<file path="src/logic/mgmt_pkg.sv">
package mgmt_pkg;

  // ------------------------------------------------------------
  // save-map offsets and field positions
  // ------------------------------------------------------------
  localparam logic [15:0] OFS_REVISION = 16'h7EFC;
  localparam logic [15:0] OFS_HALT = 16'h7F02;
  localparam logic [15:0] OFS_IO_ADDR = 16'h7FA0;
  localparam logic [15:0] OFS_IO_STATE = 16'h7FA4;
  localparam int IO_VALID_BIT = 0;
  localparam int IO_LEN_LSB = 1;
  localparam int IO_TYPE_LSB = 4;
  localparam int IO_PORT_LSB = 16;
  localparam int HALT_FLAG_BIT = 0;
  localparam int REV_RESTART_BIT = 16;
  localparam int REV_RELOC_BIT = 17;

  // ------------------------------------------------------------
  // revision word; values are arbitrary
  // ------------------------------------------------------------
  localparam logic [15:0] REV_BASE = 16'h0002;
  localparam logic [31:0] REV_THRESHOLD = 32'h0000_0002;
  localparam logic HAS_IO_RESTART = 1'b0;
  localparam logic HAS_RELOC = 1'b0;

  // ------------------------------------------------------------
  // field encodings and reset values
  // ------------------------------------------------------------
  localparam logic [2:0] LEN_BYTE = 3'h1;
  localparam logic [2:0] LEN_WORD = 3'h2;
  localparam logic [2:0] LEN_DWORD = 3'h4;
  localparam logic [3:0] TYPE_IN_IMM = 4'h9;
  localparam logic [3:0] TYPE_IN_DX = 4'h1;
  localparam logic [3:0] TYPE_OUT_IMM = 4'h8;
  localparam logic [3:0] TYPE_OUT_DX = 4'h0;
  localparam logic [3:0] TYPE_STR_IN = 4'h3;
  localparam logic [3:0] TYPE_STR_OUT = 4'h2;
  localparam logic [3:0] TYPE_REP_IN = 4'h7;
  localparam logic [3:0] TYPE_REP_OUT = 4'h6;
  localparam logic [31:0] RST_WORD = 32'h0000_0000;

  typedef enum logic [2:0] {
    io_in_imm, io_in_dx, io_out_imm, io_out_dx,
    io_str_in, io_str_out, io_rep_in, io_rep_out
  } io_kind_e;
  typedef enum logic [1:0] {sz_byte, sz_word, sz_dword} io_size_e;
  typedef enum logic [1:0] {
    st_run = 2'b00, st_mgmt = 2'b01, st_exit = 2'b11
  } state_e;

endpackage

</file>
<file path="src/logic/mgmt_mode_entry_exit_state.sv">
`timescale 1ns/1ps
module mgmt_mode_entry_exit_state (
  input wire logic clk,
  input wire logic sys_rst,
  input wire logic mgmt_interrupt,
  input wire logic resume_from_mgmt,
  input wire logic interrupt_return,
  input wire logic nmi_request,
  input wire logic nmi_block_req,
  input wire logic halted,
  input wire logic halt_cached,
  input wire logic io_last_ok,
  input wire mgmt_pkg::io_kind_e io_kind,
  input wire mgmt_pkg::io_size_e io_size,
  input wire logic [15:0] io_port,
  input wire logic [31:0] io_mem_addr,
  input wire logic fpu_mode_switched,
  input wire logic map_rd,
  input wire logic map_wr,
  input wire logic [15:0] map_addr,
  input wire logic [15:0] map_wdata,
  output logic [31:0] map_rdata,
  output logic in_mgmt,
  output logic nmi_service,
  output logic resume_to_halt,
  output logic resume_next,
  output logic halt_fetch,
  output logic halt_bus_cycle,
  output logic fpu_real16_layout
);
  import mgmt_pkg::*;

  // ------------------------------------------------------------
  // constants and encoders
  // ------------------------------------------------------------
  // base and flags
  localparam logic [31:0] REV_WORD =
    {14'h0000, HAS_RELOC, HAS_IO_RESTART, REV_BASE};
  localparam logic IO_PRESENT = (REV_WORD >= REV_THRESHOLD);

  function automatic logic [3:0] enc_type(input io_kind_e k);
    logic [3:0] t;
    t = TYPE_OUT_DX;
    unique case (k)
      io_in_imm: t = TYPE_IN_IMM;
      io_in_dx: t = TYPE_IN_DX;
      io_out_imm: t = TYPE_OUT_IMM;
      io_out_dx: t = TYPE_OUT_DX;
      io_str_in: t = TYPE_STR_IN;
      io_str_out: t = TYPE_STR_OUT;
      io_rep_in: t = TYPE_REP_IN;
      io_rep_out: t = TYPE_REP_OUT;
    endcase
    return t;
  endfunction

  function automatic logic [2:0] enc_len(input io_size_e s);
    logic [2:0] l;
    l = LEN_BYTE;
    case (s)
      sz_word: l = LEN_WORD;
      sz_dword: l = LEN_DWORD;
      default: l = LEN_BYTE;
    endcase
    return l;
  endfunction

  // ------------------------------------------------------------
  // state and decodes
  // ------------------------------------------------------------
  state_e st, next_st;
  logic nmi_pending, nmi_mask, nmi_by_handler, keep_block, mgmt_nmi_open;
  logic halt_flag, io_valid;
  logic [15:0] io_port_q;
  logic [3:0] io_type_q;
  logic [2:0] io_len_q;
  logic [31:0] io_addr_q;

  wire entry_take = (st == st_run) && mgmt_interrupt;
  wire resume_take = (st == st_mgmt) && resume_from_mgmt;
  wire in_exit = (st == st_exit);
  wire interrupt_return_mgmt = (st == st_mgmt) && interrupt_return;
  wire interrupt_return_run = (st == st_run) && interrupt_return;
  wire trap_hit = IO_PRESENT && io_last_ok;
  wire halt_wr = (st == st_mgmt) && map_wr && (map_addr == OFS_HALT);

  wire nmi_blocked = (st == st_mgmt) ? !mgmt_nmi_open :
                     in_exit ? keep_block : nmi_mask;
  wire svc = nmi_pending && !nmi_blocked && !entry_take;

  wire [31:0] io_state_word = IO_PRESENT ?
    {io_port_q, 8'h00, io_type_q, io_len_q, io_valid} : RST_WORD;
  wire [31:0] io_addr_word = IO_PRESENT ? io_addr_q : RST_WORD;
  wire [31:0] halt_word = {31'h0000_0000, halt_flag};
  wire [31:0] rd_word =
    (map_addr == OFS_REVISION) ? REV_WORD :
    (map_addr == OFS_HALT) ? halt_word :
    (map_addr == OFS_IO_ADDR) ? io_addr_word :
    (map_addr == OFS_IO_STATE) ? io_state_word : RST_WORD;

  // ------------------------------------------------------------
  // sequencer
  // ------------------------------------------------------------
  always_comb begin
    next_st = st;
    unique case (st)
      st_run: if (mgmt_interrupt) next_st = st_mgmt;
      st_mgmt: if (resume_from_mgmt) next_st = st_exit;
      st_exit: next_st = st_run;
      default: next_st = st_run;
    endcase
  end

  always_ff @(posedge clk or posedge sys_rst) begin
    if (sys_rst) st <= st_run;
    else st <= next_st;
  end

  // ------------------------------------------------------------
  // nmi latch and blocking
  // ------------------------------------------------------------
  // single pending latch
  always_ff @(posedge clk or posedge sys_rst) begin
    if (sys_rst) nmi_pending <= 1'b0;
    else nmi_pending <= (nmi_pending && !svc) || nmi_request;
  end

  always_ff @(posedge clk or posedge sys_rst) begin
    if (sys_rst) begin
      nmi_mask <= 1'b0;
      nmi_by_handler <= 1'b0;
    end else if (svc) begin
      nmi_mask <= 1'b1;
      nmi_by_handler <= 1'b1;
    end else if (in_exit) begin
      nmi_mask <= keep_block;
      nmi_by_handler <= 1'b0;
    end else if (interrupt_return_run) begin
      nmi_mask <= 1'b0;
      nmi_by_handler <= 1'b0;
    end else if ((st == st_run) && nmi_block_req) begin
      nmi_mask <= 1'b1;
    end
  end

  always_ff @(posedge clk or posedge sys_rst) begin
    if (sys_rst) keep_block <= 1'b0;
    else if (entry_take) keep_block <= nmi_mask && !nmi_by_handler;
  end

  always_ff @(posedge clk or posedge sys_rst) begin
    if (sys_rst) mgmt_nmi_open <= 1'b0;
    else if (entry_take) mgmt_nmi_open <= 1'b0;
    else if (svc && (st == st_mgmt)) mgmt_nmi_open <= 1'b0;
    else if (interrupt_return_mgmt) mgmt_nmi_open <= 1'b1;
  end

  // ------------------------------------------------------------
  // save-map capture
  // ------------------------------------------------------------
  // halt flag
  always_ff @(posedge clk or posedge sys_rst) begin
    if (sys_rst) halt_flag <= 1'b0;
    else if (entry_take) halt_flag <= halted;
    else if (halt_wr) halt_flag <= map_wdata[HALT_FLAG_BIT];
  end

  always_ff @(posedge clk or posedge sys_rst) begin
    if (sys_rst) io_valid <= 1'b0;
    else if (entry_take) io_valid <= trap_hit;
  end

  always_ff @(posedge clk or posedge sys_rst) begin
    if (sys_rst) begin
      io_port_q <= 16'h0000;
      io_type_q <= 4'h0;
      io_len_q <= 3'h0;
      io_addr_q <= RST_WORD;
    end else if (entry_take && trap_hit) begin
      io_port_q <= io_port;
      io_type_q <= enc_type(io_kind);
      io_len_q <= enc_len(io_size);
      io_addr_q <= io_mem_addr;
    end
  end

  always_ff @(posedge clk or posedge sys_rst) begin
    if (sys_rst) map_rdata <= RST_WORD;
    else if (map_rd) map_rdata <= rd_word;
  end

  // ------------------------------------------------------------
  // outputs
  // ------------------------------------------------------------
  assign in_mgmt = (st == st_mgmt);
  assign nmi_service = svc;
  assign resume_to_halt = in_exit && halt_flag;
  assign resume_next = in_exit && !halt_flag;
  assign halt_fetch = resume_to_halt && !halt_cached;
  assign halt_bus_cycle = resume_to_halt;
  assign fpu_real16_layout = in_mgmt && !fpu_mode_switched;
endmodule

</file>
<file path="config.mk">
export PLATFORM = sky130hd
export DESIGN_NAME = mgmt_mode_entry_exit_state
export DESIGN_NICKNAME = d
export VERILOG_FILES = /design/src/logic/mgmt_pkg.sv /design/src/logic/mgmt_mode_entry_exit_state.sv
export SDC_FILE = /design/constraint.sdc
export NUM_CORES = 1
export LEC_CHECK = 0
export ABC_AREA = 1
export BUFFER_PORTS_ARGS = -buffer_cell sky130_fd_sc_hd__buf_4
export CORE_MARGIN = 8
export CORE_UTILIZATION = 45
export CTS_CLUSTER_DIAMETER = 40
export CTS_CLUSTER_SIZE = 16
export DETAILED_ROUTE_END_ITERATION = 6
export GPL_TIMING_DRIVEN = 0
export PLACE_DENSITY = 0.74
export SLEW_MARGIN = 10
export SYNTH_ARGS = -nofsm -noshare
export SYNTH_HDL_FRONTEND = slang
export SYNTH_SLANG_ARGS = --single-unit
</file>
<file path="constraint.sdc">
create_clock -name clk -period 2.7 [get_ports clk]
set_clock_uncertainty 0.1 [all_clocks]
set_input_delay 0.27 -clock clk [delete_from_list [all_inputs] [get_ports clk]]
set_output_delay 0.27 -clock clk [all_outputs]
set_load 0.02 [all_outputs]
</file>
Word level (Yosys, flattened, before mapping)
Memories as Yosys holds them, arrays and structs flattened. A register that Yosys moved wholly into a read port is not among the register bits.
Index checks and enable logic that the tools add are counted.
{ "op_classes": {"bitwise_logic": 0, "muxes": 22, "n_mul": 0, "shift": 0, "addsub": 0, "div": 0, "n_eq_ne": 10, "reduce_logical": 31, "magnitude_cmp": 0} }
{ "op_table": {"columns": ["operator", "count"], "rows": [
  ["$mux W32", 4],
  ["$eq A16 B15 Y1 const B", 4],
  ["$logic_and A1 B1 Y1", 16],
  ["$mux W1", 14],
  ["$logic_not A1 Y1", 8],
  ["$pmux W3 S2", 1],
  ["$reduce_bool A3 Y1", 2],
  ["$eq A2 B1 Y1 const B", 2],
  ["$eq A2 B2 Y1 const B", 2],
  ["$mux W2", 2],
  ["$ne A2 B2 Y1 const B", 2],
  ["$pmux W2 S2", 1],
  ["$reduce_bool A4 Y1", 1],
  ["$logic_not A2 Y1", 1],
  ["$reduce_and A2 Y1", 1],
  ["$reduce_bool A2 Y1", 1],
  ["$logic_or A1 B1 Y1", 1]
]} }
{ "word_totals": {"wordCells": 76, "n_memories": 1, "latch_bits": 0, "output_inout_bits": 39, "rom_bits": 32, "ramBits": 0, "in_bits": 98, "register_bits": 92} }
{ "mem_list": {"columns": ["name", "words", "word_bits", "read_ports", "rd_ports_with_merged_regs", "write_ports", "line_no", "rtl"], "rows": [
  ["(no name shown)", 8, 4, 1, 1, 0, "mgmt_mode_entry_exit_state.sv:44", "unique case (k)"]
]} }

Longest topological paths before layout
{ "depth": {"depth_word": 9, "mapped_depth": 10, "depth_no_buf": 9} }

Worst setup path after synthesis
Ideal clock, no wire load.
{ "synth_path": {"path_kind": "flip-flop to output port", "start": "register st[0]", "end": "output port resume_to_halt", "t_required_ps": 2330, "slack_ps": 1208, "path_buffers": 1, "arrival_ps": 1122, "path_stages_with_launch": 4, "path_cell_list": "dfrtp_1 -> nand2_1 -> nor2_1 -> buf_4"} }
{ "synth_via": {"elab_chain_len": 2} }
{ "synth_lines": {"columns": ["element", "line_no", "rtl"], "rows": [
  ["from (decl)", "mgmt_mode_entry_exit_state.sv:71", "state_e st, next_st;"],
  ["from (signal assigned)", "mgmt_mode_entry_exit_state.sv:115", "if (sys_rst) st <= st_run;"],
  ["from (signal assigned)", "mgmt_mode_entry_exit_state.sv:116", "else st <= next_st;"],
  ["$eq A2 B2 Y1", "mgmt_mode_entry_exit_state.sv:81", "wire in_exit = (st == st_exit);"],
  ["$logic_and A1 B1 Y1", "mgmt_mode_entry_exit_state.sv:197", "assign resume_to_halt = in_exit && halt_flag;"],
  ["to (decl)", "mgmt_mode_entry_exit_state.sv:25", "output logic resume_to_halt,"]
]} }
Every way passes these cells.

Worst setup path in the final report
{ "layout_path": {"start": "register st[1]", "end": "output port nmi_service"} }
{ "layout_via": {"elab_chain_len": 6, "elab_cells_between_ends": 10, "classes_between": "eq/ne (2); mux (2); reduce/logical (6)"} }
{ "layout_lines": {"columns": ["element", "line_no", "rtl"], "rows": [
  ["$eq A2 B2 Y1", "mgmt_mode_entry_exit_state.sv:81", null],
  ["$mux W1", "mgmt_mode_entry_exit_state.sv:88", "in_exit ? keep_block : nmi_mask;"],
  ["$mux W1", "mgmt_mode_entry_exit_state.sv:87", "wire nmi_blocked = (st == st_mgmt) ? !mgmt_nmi_open :"],
  ["$logic_not A1 Y1", "mgmt_mode_entry_exit_state.sv:89", "wire svc = nmi_pending && !nmi_blocked && !entry_take;"],
  ["$logic_and A1 B1 Y1", "mgmt_mode_entry_exit_state.sv:89", null],
  ["$logic_and A1 B1 Y1 *", "mgmt_mode_entry_exit_state.sv:89", null],
  ["to (decl)", "mgmt_mode_entry_exit_state.sv:24", "output logic nmi_service,"]
]} }
Every way passes the cells marked *; elsewhere a longest branch is shown, timed or not.

==> reports/qor.csv <==
stage;metric;value;unit
outcome;outcome;complete, no violations;
global_route;met3_usage;4.622;%
critical_path;startpoint;st[1];
global_route;grt_usage;18.44;%
yosys;avgSynthCellArea;7.723;um2
floorplan;io_pins;137;
critical_path;r2r_slack;1040;ps
critical_path;rr_worst_depth;8;
yosys;synth_cell_types;26;
clock_network;clk_latency;360;ps
yosys;syn_nets;668;
power;power.leakage;3.359;nW
detailed_routing;dr.pass1.iters;5;
sta;hold_violations;0;
sta;worst_slack;679.3;ps
critical_path;cp_data_required_time;2330;ps
place;port_buffers;120;
detailed_routing;wl_per_cell;13.44;um
global_route;grt_pass1_vias;4188;
sta;finalMaxSlewViolations;0;
yosys;synth_seq_cells;96;
power;p_per_area;661.7;mW/mm2
global_route;grt.overflow.total;0;
sta;timing.final.crit_share;74.84;%
yosys;synthCells;568;
global_route;grt_use_met2;31.28;%
critical_path;crit_path_start_kind;register;
final_layout;antenna_cells;0;
final_layout;drive_gt1_share;23.14;%
clock_network;clock-sinks;96;
yosys;synth-seq-area-share;54.76;%
critical_path;end_kind;primary output;
critical_path;rr_endpoint;io_addr_q[10];
sta;fin_crit;2021;ps
clock_network;cts_tree;built;
final_layout;area_delta_synth_final;33.88;%
floorplan;initial_core_util;45.51;%
place;place_hpwl;8.748;mm
detailed_routing;drt_iter0_markers;165;
sta;slew_headroom;66.73;%
global_route;grt_max_degree;40;
sta;rsz0062_at_grt;no;
sta;setup_tns;0;ps
yosys;mappedNetlistArea;0.004387;mm2
worst_hold_path;hp-class;in2reg;
critical_path;crit_path_end;nmi_service;
final_layout;layout_commonest_cell;nand2_1;
clock_network;cts_max_level;3;
final_layout;fin_util;60.93;%
global_route;grt.met1_usage;22.59;%
floorplan;die_h;114.7;um
clock_network;cts_buffer_depth;2;
yosys;yosysWarnings;0;
detailed_routing;ant_nets;0;
detailed_routing;wirelength;11.54;mm
floorplan;fp-row-count;36;
floorplan;die_area;0.01316;mm2
global_route;grt_pass1_wl;19.29;mm
clock_network;cts_root_buffer;clkbuf_8;
final_layout;final_nets;821;
global_route;grt_busiest_layer;met2;
power;ir_drop;0.3687;mV
critical_path;crit_arrival;1650;ps
detailed_routing;drcViolationCount;0;
critical_path;path_class;reg2out;
floorplan;core_area;0.009639;mm2
critical_path;crit_fanout;6;
detailed_routing;vias;4062;
detailed_routing;routed_via_density;4.729;
place;gp_congestion;0.8615;
clock_network;cts_made_buffers;9;
sta;max_freq;494.9;MHz
run;drv_cap;0;
clock_network;clk_pin_slew;90;ps
critical_path;r2r-start;st[0];
place;place_ws;1011;ps
global_route;antenna_found_initial;0;
floorplan;die_w;114.7;um
sta;tightest_slew;499.0;ps
sta;setup_viol;0;
final_layout;final_cell_mix;nand2_1 (320), buf_4 (122), dfrtp_1 (96);
flip-flops by register name (all words and copies together) (netlist names):
name and cells:
io_type_q 4, io_len_q 3, nmi_by_handler 1, keep_block 1
nmi_pending 1, io_port_q 16, map_rdata 32, mgmt_nmi_open 1
st 2, io_valid 1, halt_flag 1, io_addr_q 32
nmi_mask 1
cell type report:
cell class / instances / area, um2
timing repair buffer: 142 / 1151
sequential: 96 / 2402
fill: 911 / 3766
multi-input combinational: 417 / 1728
clock inverter: 4 / 20.02
tap: 133 / 166.4
inverter: 28 / 108.9
clock buffer: 12 / 145.1
buffer: 27 / 151.4
through the flow:
stage / std cells / total power [mW] / hold WS (ps) / area [um2]
2_1_floorplan: 568 / 2.722 / 262.3 / 4390
5_1_grt: 859 / 4.163 / 2.437 / 5873
3_3_place_gp: 821 / 3.002 / 344.2 / 5458
3_5_place_dp: 824 / 3.072 / 237.8 / 5518
6_report: 859 / 3.886 / 13.12 / 5873
4_1_cts: 859 / 3.919 / 0.08277 / 5873
what timing repair did:
| item | in CTS | in global routing |
|---|---|---|
| setup buffers | 0 | 0 |
| hold endpoints to repair | 56 | 0 |
| hold buffers | 19 | 0 |
| resized for setup | 0 | 0 |
cells by family after synthesis:
group | count (synthesis) | share of synthesized area [%]
AOI/OAI and AO/OA | 20 | 2.653
adders and majority gates | 2 | 0.5704
buffers and inverters | 55 | 5.847
DFF | 96 | 54.76
muxes | 1 | 0.2567
and+or+nand+nor | 394 | 35.91
how the worst min path moves through the flow:
stage | startpoint | end | cells past startpoint
finish | io_mem_addr[27] | io_addr_q[27] | 3
global route | io_mem_addr[16] | io_addr_q[16] | 3
CTS | io_mem_addr[22] | io_addr_q[22] | 3
detailed placement | sys_rst | map_rdata[11] | 3
global placement | nmi_by_handler | keep_block | 1
floorplan | nmi_request | nmi_pending | 1
routing by layer:
metal	vias to the layer above	wire, um
met5	-	0
met4	0	133
met3	10	716
met2	110	5675
met1	1899	5017
li1	2043	-
Yosys cell counts, drive strengths merged:
cell / number / share of area, %
o31ai: 2 / 0.34
o21bai: 1 / 0.17
nand4: 3 / 0.43
a21oi: 1 / 0.11
nor3: 1 / 0.11
buf: 21 / 2.9
o21ai: 13 / 1.5
nor2: 30 / 3.3
dfrtp: 96 / 55
nand2: 321 / 28
o21a: 1 / 0.17
ha: 2 / 0.57
a31o: 1 / 0.20
nand3: 39 / 4.4
a21o: 1 / 0.17
inv: 28 / 2.4
mux2: 1 / 0.26
clkbuf: 6 / 0.51
power breakdown:
| group | internal (mW) | switching (mW) | leakage (nW) |
|---|---|---|---|
| Clock | 0.355 | 0.473 | 0.0899 |
| Combinational | 0.398 | 0.493 | 2.03 |
| Sequential | 1.90 | 0.263 | 1.24 |
| Total | 2.66 | 1.23 | 3.36 |
worst max-delay path, stage by stage (launching register included):
cell     delay (ps)
dfrtp_1         440
inv_1           100
nand2_1         180
nor2_1           60
nor2_1           90
nand3_1         180
inv_1           100
buf_4           140
Power figures use the tool's default switching activity.
